<file path="config.mk">
export PLATFORM = sky130hd
export DESIGN_NAME = scc_top
export DESIGN_NICKNAME = d
export VERILOG_FILES = /design/src/inc/scc_pkg.sv /design/src/rtl/scc_top.sv
export VERILOG_INCLUDE_DIRS = /design/src /design/src/inc
export SDC_FILE = /design/constraint.sdc
export NUM_CORES = 1
export LEC_CHECK = 0
export BUFFER_PORTS_ARGS = -buffer_cell sky130_fd_sc_hd__buf_2
export CAP_MARGIN = 20
export CELL_PAD_IN_SITES_DETAIL_PLACEMENT = 0
export CELL_PAD_IN_SITES_GLOBAL_PLACEMENT = 2
export CORE_MARGIN = 2
export CORE_UTILIZATION = 31
export CTS_BUF_LIST = sky130_fd_sc_hd__clkbuf_8
export DETAILED_ROUTE_END_ITERATION = 16
export PLACE_DENSITY = 0.89
export SETUP_SLACK_MARGIN = 0.3
export SKIP_LAST_GASP = 1
export SLEW_MARGIN = 15
export SYNTH_ARGS = -nofsm -noshare
export SYNTH_HDL_FRONTEND = slang
export SYNTH_SLANG_ARGS = --single-unit
</file>
<file path="constraint.sdc">
create_clock -name pclk -period 2.14 [get_ports pclk]
set_input_delay 0.321 -clock pclk [delete_from_list [all_inputs] [get_ports pclk]]
set_output_delay 0.321 -clock pclk [all_outputs]
set_load 0.02 [all_outputs]
</file>
<file path="src/inc/scc_defs.svh">
// Offsets, field positions, reset values and timing for the serial port control block.
`ifndef SCC_DEFS_SVH
`define SCC_DEFS_SVH
`define SCC_ADDR_W      12
`define SCC_CTRL_IDX    10'h0F3
`define SCC_STAT_IDX    10'h0F4
`define SCC_DATA_IDX    10'h0F5
`define SCC_CTRL_RST    8'h00
`define SCC_BIT_SELECT_OUTPUT_AUTO_DRIVE    7
`define SCC_BIT_EN      6
`define SCC_BIT_LSBF    5
`define SCC_BIT_CTRLR   4
`define SCC_BIT_CLOCK_IDLE_POLARITY    3
`define SCC_BIT_CLOCK_SAMPLE_PHASE    2
`define SCC_STAT_BUSY   0
`define SCC_STAT_DISMF  3
`define SCC_STAT_MODF   4
`define SCC_LAST_EDGE   4'hF
`define SCC_HALF_MAX    3'h7
`endif

</file>
<file path="src/inc/scc_pkg.sv">
// Types shared by the serial port control block.
package scc_pkg;
  typedef enum logic [0:0] {SCC_IDLE, SCC_XFER} scc_state_t;
  typedef logic [1:0] scc_rate_t;
endpackage

</file>
<file path="src/rtl/scc_top.sv">
// Serial port control register, select-pin logic and byte shifter behind APB.
//
// The APB slave port was left to the implementer.
`timescale 1ns/1ps
`default_nettype none
`include "scc_defs.svh"
module scc_top (
  input  wire logic                    pclk,
  input  wire logic                    presetn,
  input  wire logic                    psel,
  input  wire logic                    penable,
  input  wire logic                    pwrite,
  input  wire logic [`SCC_ADDR_W-1:0]  paddr,
  input  wire logic [31:0]             pwdata,
  output logic      [31:0]             prdata,
  output logic                         pready,
  output logic                         pslverr,
  input  wire logic                    serial_clock_pin_in,
  output logic                         serial_clock_pin_out,
  output logic                         serial_clock_pin_oe,
  input  wire logic                    mosi_in,
  output logic                         mosi_out,
  output logic                         mosi_oe,
  input  wire logic                    miso_in,
  output logic                         miso_out,
  output logic                         miso_oe,
  input  wire logic                    select_in_n,
  output logic                         select_out_n,
  output logic                         select_oe,
  output logic                         select_gpio_mode,
  output logic                         busy,
  output scc_pkg::scc_rate_t           rate_code
);
  import scc_pkg::*;

  logic [7:0] ctrl_q;
  logic       mode_fault_detect_disable_q;
  logic       modf_q;
  logic [7:0] tx_q;
  logic [7:0] rx_q;
  logic [7:0] rxbuf_q;
  logic [3:0] edge_cnt_q;
  logic [2:0] div_q;
  logic       sclk_q;
  logic       sclk_in_q;
  scc_state_t state_q;

  logic en, ctrlr, lsbf, clock_idle_polarity, clock_sample_phase, select_output_auto_drive;
  assign select_output_auto_drive  = ctrl_q[`SCC_BIT_SELECT_OUTPUT_AUTO_DRIVE];
  assign en    = ctrl_q[`SCC_BIT_EN];
  assign lsbf  = ctrl_q[`SCC_BIT_LSBF];
  assign ctrlr = ctrl_q[`SCC_BIT_CTRLR];
  assign clock_idle_polarity  = ctrl_q[`SCC_BIT_CLOCK_IDLE_POLARITY];
  assign clock_sample_phase  = ctrl_q[`SCC_BIT_CLOCK_SAMPLE_PHASE];

  // APB decode: registers sit at four times their index.
  logic       acc;
  logic       wr;
  logic [9:0] idx;
  logic       hit;
  assign idx = paddr[`SCC_ADDR_W-1:2];
  assign hit = (paddr[1:0] == 2'b00) &&
               (idx == `SCC_CTRL_IDX || idx == `SCC_STAT_IDX || idx == `SCC_DATA_IDX);
  assign acc = psel && penable && pready;
  assign wr  = acc && pwrite && hit;

  // Every access completes in its first access cycle.
  always_ff @(posedge pclk or negedge presetn) begin
    if (!presetn) begin
      pready  <= 1'b0;
      pslverr <= 1'b0;
    end else begin
      pready  <= psel && !penable;
      pslverr <= psel && !penable && !hit;
    end
  end

  always_ff @(posedge pclk or negedge presetn) begin
    if (!presetn) begin
      prdata <= 32'h0000_0000;
    end else if (psel && !penable) begin
      prdata <= 32'h0000_0000;
      if (paddr[1:0] == 2'b00) begin
        case (idx)
          `SCC_CTRL_IDX: prdata[7:0] <= ctrl_q;
          `SCC_STAT_IDX: begin
            prdata[`SCC_STAT_MODF]  <= modf_q;
            prdata[`SCC_STAT_DISMF] <= mode_fault_detect_disable_q;
            prdata[`SCC_STAT_BUSY]  <= (state_q == SCC_XFER);
          end
          `SCC_DATA_IDX: prdata[7:0] <= rxbuf_q;
          default:       prdata <= 32'h0000_0000;
        endcase
      end
    end
  end

  always_ff @(posedge pclk or negedge presetn) begin
    if (!presetn) begin
      ctrl_q <= `SCC_CTRL_RST;
    end else if (wr && idx == `SCC_CTRL_IDX) begin
      ctrl_q <= pwdata[7:0];
    end
  end

  // Fault detection only counts while the port is an enabled controller.
  logic fault_watch;
  logic fault_ev;
  assign fault_watch = en && ctrlr && !mode_fault_detect_disable_q;
  assign fault_ev    = fault_watch && !select_in_n;

  // The fault flag is cleared by writing 0; a fault in the same cycle wins.
  always_ff @(posedge pclk or negedge presetn) begin
    if (!presetn) begin
      mode_fault_detect_disable_q <= 1'b0;
      modf_q    <= 1'b0;
    end else begin
      if (wr && idx == `SCC_STAT_IDX) begin
        mode_fault_detect_disable_q <= pwdata[`SCC_STAT_DISMF];
        modf_q    <= pwdata[`SCC_STAT_MODF] && modf_q;
      end
      if (fault_ev) begin
        modf_q <= 1'b1;
      end
    end
  end

  // Edge detection for both roles.
  logic half_tick;
  logic edge_ev;
  logic new_lvl;
  logic lead;
  logic sample;
  logic tgt_act;
  logic [2:0] half_cnt;
  // Half a serial period is 1, 2, 4 or 8 system clocks.
  assign half_cnt  = 3'((4'h1 << ctrl_q[1:0]) - 4'h1);
  assign half_tick = (div_q == half_cnt);
  assign tgt_act   = en && !ctrlr && !select_in_n;
  always_comb begin
    edge_ev = 1'b0;
    new_lvl = clock_idle_polarity;
    if (ctrlr) begin
      edge_ev = (state_q == SCC_XFER) && half_tick;
      new_lvl = !sclk_q;
    end else if (tgt_act) begin
      // Remote clock is sampled directly, so it must stay below half pclk.
      edge_ev = (serial_clock_pin_in != sclk_in_q);
      new_lvl = serial_clock_pin_in;
    end
  end
  assign lead   = (new_lvl != clock_idle_polarity);
  assign sample = lead ^ clock_sample_phase;

  logic start;
  // Busy trails the state by a cycle; waiting for it keeps the select high
  // for at least one idle cycle between two bytes.
  assign start = wr && idx == `SCC_DATA_IDX && en && ctrlr &&
                 state_q == SCC_IDLE && !fault_ev && !busy;

  always_ff @(posedge pclk or negedge presetn) begin
    if (!presetn) begin
      sclk_in_q <= 1'b0;
    end else begin
      sclk_in_q <= serial_clock_pin_in;
    end
  end

  always_ff @(posedge pclk or negedge presetn) begin
    if (!presetn) begin
      state_q <= SCC_IDLE;
    end else begin
      case (state_q)
        SCC_IDLE: begin
          if (start || (tgt_act && edge_ev)) begin
            state_q <= SCC_XFER;
          end
        end
        SCC_XFER: begin
          if (!en || fault_ev || (!ctrlr && select_in_n) ||
              (edge_ev && edge_cnt_q == `SCC_LAST_EDGE)) begin
            state_q <= SCC_IDLE;
          end
        end
        default: state_q <= SCC_IDLE;
      endcase
    end
  end

  always_ff @(posedge pclk or negedge presetn) begin
    if (!presetn) begin
      div_q <= 3'h0;
    end else if (state_q != SCC_XFER || half_tick || !ctrlr) begin
      div_q <= 3'h0;
    end else if (div_q != `SCC_HALF_MAX) begin
      div_q <= div_q + 3'h1;
    end
  end

  // The controller clock returns to its idle level whenever no byte moves.
  always_ff @(posedge pclk or negedge presetn) begin
    if (!presetn) begin
      sclk_q <= 1'b0;
    end else if (state_q != SCC_XFER || !ctrlr) begin
      sclk_q <= clock_idle_polarity;
    end else if (edge_ev) begin
      sclk_q <= new_lvl;
    end
  end

  always_ff @(posedge pclk or negedge presetn) begin
    if (!presetn) begin
      edge_cnt_q <= 4'h0;
    end else if (state_q == SCC_IDLE && !(tgt_act && edge_ev)) begin
      edge_cnt_q <= 4'h0;
    end else if (edge_ev) begin
      edge_cnt_q <= edge_cnt_q + 4'h1;
    end
  end

  // Shift-out happens on the non-sampling edges; the very first edge never
  // shifts, because the first bit is already on the line before it.
  logic shift_out;
  logic in_bit;
  assign shift_out = edge_ev && !sample && (edge_cnt_q != 4'h0 || state_q == SCC_XFER && clock_sample_phase == 1'b0);
  assign in_bit    = ctrlr ? miso_in : mosi_in;

  // The pins are registered, so a controller clock edge reaches the line one
  // cycle after it is made; capture waits that cycle so the reply has settled.
  // A target sees the remote edge late already and captures at once.
  logic       cap_q;
  logic       last_q;
  logic       cap_now;
  logic       last_now;
  logic       last_edge;
  logic [7:0] rx_next;
  assign last_edge = edge_ev && edge_cnt_q == `SCC_LAST_EDGE && state_q == SCC_XFER;
  assign cap_now   = ctrlr ? cap_q : (edge_ev && sample);
  assign last_now  = ctrlr ? last_q : last_edge;
  assign rx_next   = lsbf ? {in_bit, rx_q[7:1]} : {rx_q[6:0], in_bit};

  always_ff @(posedge pclk or negedge presetn) begin
    if (!presetn) begin
      cap_q  <= 1'b0;
      last_q <= 1'b0;
    end else begin
      cap_q  <= ctrlr && edge_ev && sample;
      last_q <= ctrlr && last_edge;
    end
  end

  always_ff @(posedge pclk or negedge presetn) begin
    if (!presetn) begin
      tx_q <= 8'h00;
    end else if (wr && idx == `SCC_DATA_IDX && state_q == SCC_IDLE && !busy) begin
      tx_q <= pwdata[7:0];
    end else if (shift_out && edge_cnt_q != 4'h0) begin
      tx_q <= lsbf ? {1'b0, tx_q[7:1]} : {tx_q[6:0], 1'b0};
    end
  end

  always_ff @(posedge pclk or negedge presetn) begin
    if (!presetn) begin
      rx_q <= 8'h00;
    end else if (cap_now) begin
      rx_q <= rx_next;
    end
  end

  // On the last edge the byte is complete only if that edge also samples.
  always_ff @(posedge pclk or negedge presetn) begin
    if (!presetn) begin
      rxbuf_q <= 8'h00;
    end else if (last_now) begin
      rxbuf_q <= cap_now ? rx_next : rx_q;
    end
  end

  // Pin drive. Disabled ports release every pin.
  logic out_bit;
  logic xfer;
  assign out_bit = lsbf ? tx_q[0] : tx_q[7];
  assign xfer    = (state_q == SCC_XFER);

  always_ff @(posedge pclk or negedge presetn) begin
    if (!presetn) begin
      serial_clock_pin_out <= 1'b0;
      serial_clock_pin_oe  <= 1'b0;
      mosi_out             <= 1'b0;
      mosi_oe              <= 1'b0;
      miso_out             <= 1'b0;
      miso_oe              <= 1'b0;
    end else begin
      serial_clock_pin_out <= ctrlr ? sclk_q : clock_idle_polarity;
      serial_clock_pin_oe  <= en && ctrlr;
      mosi_out             <= out_bit;
      mosi_oe              <= en && ctrlr;
      miso_out             <= out_bit;
      miso_oe              <= en && !ctrlr && !select_in_n;
    end
  end

  // Select pin: only an enabled controller with fault detection off and
  // auto-drive on drives it; otherwise it is an input or plain I/O.
  always_ff @(posedge pclk or negedge presetn) begin
    if (!presetn) begin
      select_out_n     <= 1'b1;
      select_oe        <= 1'b0;
      select_gpio_mode <= 1'b1;
    end else begin
      // Held one cycle past the byte so the last clock edge reaches the line first.
      select_out_n     <= !((xfer || busy) && ctrlr);
      select_oe        <= en && ctrlr && mode_fault_detect_disable_q && select_output_auto_drive;
      select_gpio_mode <= !en || (ctrlr && mode_fault_detect_disable_q && !select_output_auto_drive);
    end
  end

  always_ff @(posedge pclk or negedge presetn) begin
    if (!presetn) begin
      busy      <= 1'b0;
      rate_code <= 2'b00;
    end else begin
      busy      <= xfer;
      rate_code <= ctrl_q[1:0];
    end
  end
endmodule // scc_top
`default_nettype wire

</file>
**Word level (Yosys, flattened, before mapping)**

Index checks and enable logic that the tools add are counted.

- Register bits: 90
- Input port bits: 53
- Output and inout bits: 46
- Logic and storage cells: 144

- $add $sub $neg: 3
- Equality and inequality tests: 8
- Shift-type cells: 1
- Mux-type cells: 30
- Bitwise gates (word level): 3
- Reduce and logical (&&, ||, !) cells: 74

Operators by type and width:

| operator | count |
|---|---|
| $mux 8 | 6 |
| $logic_and 1x1->1 | 42 |
| $eq 10x8->1 const B | 3 |
| $mux 1 | 15 |
| $logic_not 1->1 | 13 |
| $logic_or 1x1->1 | 12 |
| $reduce_bool 2->1 | 5 |
| $mux 4 | 2 |
| $mux 3 | 2 |
| $pmux 2 s3 | 1 |
| $pmux 3 s2 | 1 |
| $add 4x1->4 const B | 1 |
| $eq 4x4->1 const B | 1 |
| $pmux 2 s2 | 1 |
| $reduce_bool 4->1 | 1 |
| $add 3x1->3 const B | 1 |
| $eq 3x3->1 | 1 |
| $ne 3x3->1 const B | 1 |
| $pmux 1 s3 | 1 |
| $shl 1x2->3 const A | 1 |
| $sub 3x1->3 const B | 1 |
| $logic_not 2->1 | 1 |
| $ne 1x1->1 | 2 |
| $not 1->1 | 2 |
| other kinds (2) | 2 |

**Logic depth before layout (Yosys ltp)**

- Depth after elaboration: 14
- Depth in mapped cells: 7
- Depth with buffers taken out: 7

**Worst setup path before layout**

OpenSTA, ideal clock, no wires.

- Path kind: flip-flop to flip-flop
- Start point: reg ctrl_q[4]
- End point: reg rxbuf_q[0]
- Library setup time: 0.125 ns
- Arrival: 1.905 ns
- Required time: 2.015 ns
- Setup slack: 0.110 ns
- Cell stages (with the launch flop): 8
- Path buffers: 2
- Period minus slack after synthesis: 2.030 ns
- Path through: dfrtp_1 > buf_6 > or3b_4 > nor2_1 > a22o_1 > buf_4 > mux2_2 > mux2_2

- Word-level cells in the longest chain between the ends: 10
- Elaborated cells on any way between the ends: 17
- Classes of those cells: 1 x eq/ne; 9 x mux; 1 x bitwise; 6 x reduce/logical

RTL lines:

| item | RTL line | RTL |
|---|---|---|
| from (decl) | scc_top.sv:36 | `logic [7:0] ctrl_q;` |
| from (signal assigned) | scc_top.sv:100 | `` ctrl_q <= `SCC_CTRL_RST; `` |
| from (signal assigned) | scc_top.sv:102 | `ctrl_q <= pwdata[7:0];` |
| $logic_not 1->1 | scc_top.sv:139 | `assign tgt_act = en && !ctrlr && !select_in_n;` |
| $logic_and 1x1->1 (2 in series) | scc_top.sv:139 |  |
| $mux 1 | scc_top.sv:146 | `end else if (tgt_act) begin` |
| $mux 1 | scc_top.sv:143 | `if (ctrlr) begin` |
| $ne 1x1->1 | scc_top.sv:152 | `assign lead = (new_lvl != clock_idle_polarity);` |
| $xor 1x1->1 | scc_top.sv:153 | `assign sample = lead ^ clock_sample_phase;` |
| $logic_and 1x1->1 | scc_top.sv:238 | `assign cap_now = ctrlr ? cap_q : (edge_ev && sample);` |
| $mux 1 | scc_top.sv:238 |  |
| $mux 8 | n/a |  |
| to (signal assigned) | scc_top.sv:275 | `rxbuf_q <= cap_now ? rx_next : rx_q;` |
| to (decl) | scc_top.sv:41 | `logic [7:0] rxbuf_q;` |

Several ways; a longest one is shown, not always the timed one.
A chain may end at the register's enable or synchronous reset.

**Worst setup path in the final report**

- Start point: reg div_q[2]
- End point: reg tx_q[3]

- Word-level cells in the longest chain between the ends: 7

RTL lines:

| item | RTL line | RTL |
|---|---|---|
| from (decl) | scc_top.sv:43 | `logic [2:0] div_q;` |
| from (signal assigned) | scc_top.sv:196 | `div_q <= div_q + 3'h1;` |
| $eq 3x3->1 | scc_top.sv:138 | `assign half_tick = (div_q == half_cnt);` |
| $logic_and 1x1->1 | scc_top.sv:144 | `edge_ev = (state_q == SCC_XFER) && half_tick;` |
| $mux 1 | scc_top.sv:143 |  |
| $logic_and 1x1->1 (2 in series) | scc_top.sv:225 | `assign shift_out = edge_ev && !sample && (edge_cnt_q != 4'h0 \|\| state_q == SCC_XFER && clock_sample_phase == 1 ...` |
| $logic_and 1x1->1 | scc_top.sv:257 | `end else if (shift_out && edge_cnt_q != 4'h0) begin` |
| $reduce_bool 2->1 (no line) | n/a |  |
| to (signal assigned) | scc_top.sv:256 | `tx_q <= pwdata[7:0];` |
| to (signal assigned) | scc_top.sv:258 | `tx_q <= lsbf ? {1'b0, tx_q[7:1]} : {tx_q[6:0], 1'b0};` |
| to (decl) | scc_top.sv:39 | `logic [7:0] tx_q;` |

Every way passes these cells.

==> Implementation_results.wiki <==
{| class="wikitable"
! Metric !! Value
|-
| Rows || 38
|-
| Final weighted congestion in routability-driven placement || 0.754
|-
| First-pass GRT wire length || around 13 mm
|-
| Static power due to leakage || ~2.1 nW
|-
| Max-slew violations || 0
|-
| Cell count of the worst hold path || 3
|-
| Sequential area share after synthesis || 0.479
|-
| Largest area contributor in the netlist || sky130_fd_sc_hd__dfrtp_1
|-
| Worst skew pair latency || ~0.35 ns
|-
| Period Utilization, post-route || 0.926
|-
| Combined area of the multi-input logic cells || about 1800 um^2
|-
| Leading cell types by total area after synthesis || sky130_fd_sc_hd__dfrtp_1 46%, sky130_fd_sc_hd__mux2_2 11%, sky130_fd_sc_hd__buf_4 6.1%
|-
| Post-synth top area share || 0.464
|-
| Peak clock frequency supported by timing || 505 MHz
|-
| Post-route cell area || approximately 4600 um^2
|-
| DRC violations left || 0
|-
| Worst min path class || in -> reg
|-
| Start point of the worst min-delay path || pwdata[5]
|-
| Final Routed Wirelength || 8.26 mm
|-
| Post-route antenna net violation count || 0
|-
| Dominant delay contributor by cell family on the critical path || compound AO/OA/AOI/OAI gates
|-
| Total cell area at the placement stage || 3960 um^2
|-
| Pre-Repair DR Iteration Count || 4
|-
| Post-placement worst setup slack || -0.0816 ns
|-
| Largest net degree at the start of global routing || 28
|-
| Clk pin slew, worst setup/hold paths || roughly 0.08 ns
|-
| Critical path capture point || tx_q[3]
|-
| Worst-path cell with the longest stage delay || sky130_fd_sc_hd__or3_4
|-
| Number of buffers between clock root and the deepest sink || 2
|-
| Placed cell count || 500
|-
| Critical Path Sink Type || register
|-
| Net count of the finished layout || roughly 450
|-
| Total via count in the routed design || roughly 2600
|-
| FF-to-FF path depth || 6
|-
| Post-synthesis average cell area || ~11 um^2
|-
| Total global routing overflow || 0
|-
| Register cell area after layout || about 1700 um^2
|-
| Worst IR drop on VDD || roughly 0.00022 V
|-
| Critical path startpoint || div_q[2]
|-
| Filler Cells Inserted || approximately 1000
|-
| Critical path startpoint category || register
|-
| Worst-path maximum fanout || 7
|-
| Combined buffer and inverter count along the critical path || 1
|-
| Synthesis-stage register bit count || 66
|-
| Netlist cell types || a little under 60
|-
| Run status || complete, no violations
|-
| Setup ws final || around 0.16 ns
|-
| Number of antenna violations at the first check in global routing || 0
|-
| Width of the die || 110 um
|-
| Shortest clock period the worst path allows after layout || 1.98 ns
|-
| Largest stage delay on the critical path || ~0.42 ns
|-
| Setup repair after global routing missed its margin || true
|-
| Total Routing Usage GR || 0.141
|-
| Non-filler cells in the finished layout || about 540
|-
| Core ar. || 10800 um^2
|-
| EDFF count, synth || 0
|-
| Die area || 12000 um^2
|-
| Critical path depth || 6
|-
| Root buffer cell || sky130_fd_sc_hd__clkbuf_8
|-
| Power, Total || around 0.0025 W
|-
| Die height || 110 um
|-
| TritonCTS clock tree || yes
|-
| Routed length per placed instance || ~15 um
|-
| Accumulated negative setup slack || 0 ns
|-
| Total clock buffers created by CTS || 9
|-
| Estimated wirelength of the detail-placed design || 5.67 mm
|-
| Layout area overhead || 32.4%
|-
| Yosys Warn Count || 0
|-
| CTS sink cnt || 66
|-
| Diode count || 0
|-
| Count of buffers inserted at the top-level ports || 50
|-
| Crit-path cells || or3_4, o32ai_4, a41oi_4, buf_12, a2111oi_4, o31ai_2
|-
| Final hold violations || 0
|-
| Number of global-route vias before repair || 2550
|-
| Async set or reset register ratio after synthesis || 1.00
|-
| Most used flip-flop cell after synthesis || sky130_fd_sc_hd__dfrtp_1
|-
| Number of maximum-capacitance violations || 0
|-
| Reg-to-Reg End || tx_q[3]
|-
| H-tree levels || 3
|-
| Number of ports placed on the die boundary || 99
|-
| Ratio of cells with drive above 1 in the final layout || 0.451
|-
| Instance count of the mapped netlist || between 300 and 400
|-
| Data arrival time of the critical path || approximately 2.2 ns
|-
| Post-Syn Area || about 3500 um^2
|-
| Setup Crit Path Kind || reg -> reg
|-
| Critical R2R Launch || div_q[2]
|-
| Slack of the worst reg-to-reg path || ~0.16 ns
|-
| Initial core utilization || 0.319
|-
| Via-to-Cell Ratio || about 4.8
|-
| Required time at the endpoint of the critical path || about 2.4 ns
|-
| Iter 0 DRT Violations || between 100 and 150
|-
| Max Clock Skew || about 0.011 ns
|-
| Finish-stage setup viols || 0
|-
| Cell Pwr Density || around 540 nW/um^2
|}
[worst register-to-register path: stages (launching register included)]
cell and delay [ns]:
sky130_fd_sc_hd__dfrtp_1 0.38, sky130_fd_sc_hd__or3_4 0.42, sky130_fd_sc_hd__o32ai_4 0.33, sky130_fd_sc_hd__a41oi_4 0.10, sky130_fd_sc_hd__buf_12 0.19, sky130_fd_sc_hd__a2111oi_4 0.34
sky130_fd_sc_hd__o31ai_2 0.10
[layer usage]
layer | up-vias | share of wire | track usage
met1 | 1258 | 0.42 | 0.176
met4 | 0 | 0.0093 | 0.0407
li1 | 1213 | - | -
met3 | 8 | 0.057 | 0.0373
met5 | - | 0 | 0
met2 | 75 | 0.51 | 0.240
[synthesized netlist by cell type, drive strengths merged (2+ instances only)]
master	number
a2111oi	6
a21oi	11
a222oi	3
a22oi	7
a41oi	3
and2	2
and3	2
buf	34
clkbuf	3
dfrtp	64
dfstp	2
ha	4
inv	11
mux2	35
mux2i	5
nand2	26
nand2b	2
nand3	2
nand4	2
nor2	11
nor2b	6
nor3	2
nor4	3
o211ai	2
o21ai	19
o31ai	7
or3	3
xnor2	5
xor2	4
[per-stage QoR]
stage,util,hold WS [ns]
final,0.422,0.207
after global routing,0.422,0.189
after CTS,0.404,0.149
after detailed placement,0.365,0.314
after global placement,0.365,0.315
after floorplan,-,0.0254
[state kept, by name (all words and copies together), names as in the netlist, 2 cells and up]
name        count
edge_cnt_q      4
prdata          8
div_q           3
tx_q            8
rx_q            8
rate_code       2
rxbuf_q         8
ctrl_q          8
[timing repair]
item                                    4_1_cts  5_1_grt
endpoints found under the setup margin       28       21
hold buffers                                  1        0
pin swaps                                    12       14
hold endpoints to repair                     18        0
setup buffers                                 9        8
cloned                                        0        1
resized for setup                            23       19
[cells in the final DEF (no fill, tap or decap), drive strengths merged, types with 2 or more instances in the layout]
cell	netlist	routed
mux2i	5	5
dfrtp	64	64
ha	4	4
dfstp	2	2
a222oi	3	3
conb	1	24
nor4	3	3
a2111oi	6	6
inv	11	13
and3	2	2
clkinvlp	0	2
nand4	2	2
o21ai	19	19
xnor2	5	5
a22oi	7	7
mux2	35	35
clkinv	0	2
nand3	2	2
xor2	4	4
o31ai	7	7
a41oi	3	3
nor2b	6	6
nor3	2	2
a21oi	11	11
nand2b	2	2
nor2	11	11
nand2	26	26
or3	3	3
and2	2	2
clkbuf	3	10
o211ai	2	2
buf	34	90
[area by class of cell]
class                   count  area share
repair buffers             92       0.143
clock inverters             7      0.0167
multi-input cells         210       0.404
clock buffers               9      0.0271
inverters                  11     0.00903
flip-flops and latches     66       0.362
well taps                 140      0.0383
[logic make-up (layout without fill, tap and decap cells)]
family                   count (synthesis)  in the layout  synth area share
flip-flops                              66             66             0.479
other                                    1             24           0.00109
AND/OR/NAND/NOR                         68             68             0.108
XOR/XNOR                                 9              9            0.0228
AO/OA/AOI/OAI                           65             65             0.147
adder cells (fa/ha/maj)                  4              4            0.0145
multiplexers                            40             40             0.133
buffers and inverters                   48            119            0.0946
[how the worst min path moves through the flow]
| stage | end |
|---|---|
| finish | tx_q[5] |
| global route | sclk_in_q |
| CTS | sclk_in_q |
| detailed placement | pslverr |
| global placement | pslverr |
| floorplan | busy |
[where the power goes]
part           switching, W  internal [W]
Combinational      0.000104     0.0000380
Clock              0.000518      0.000545
Sequential       0.00000266       0.00125
Power figures use the tool's default switching activity.
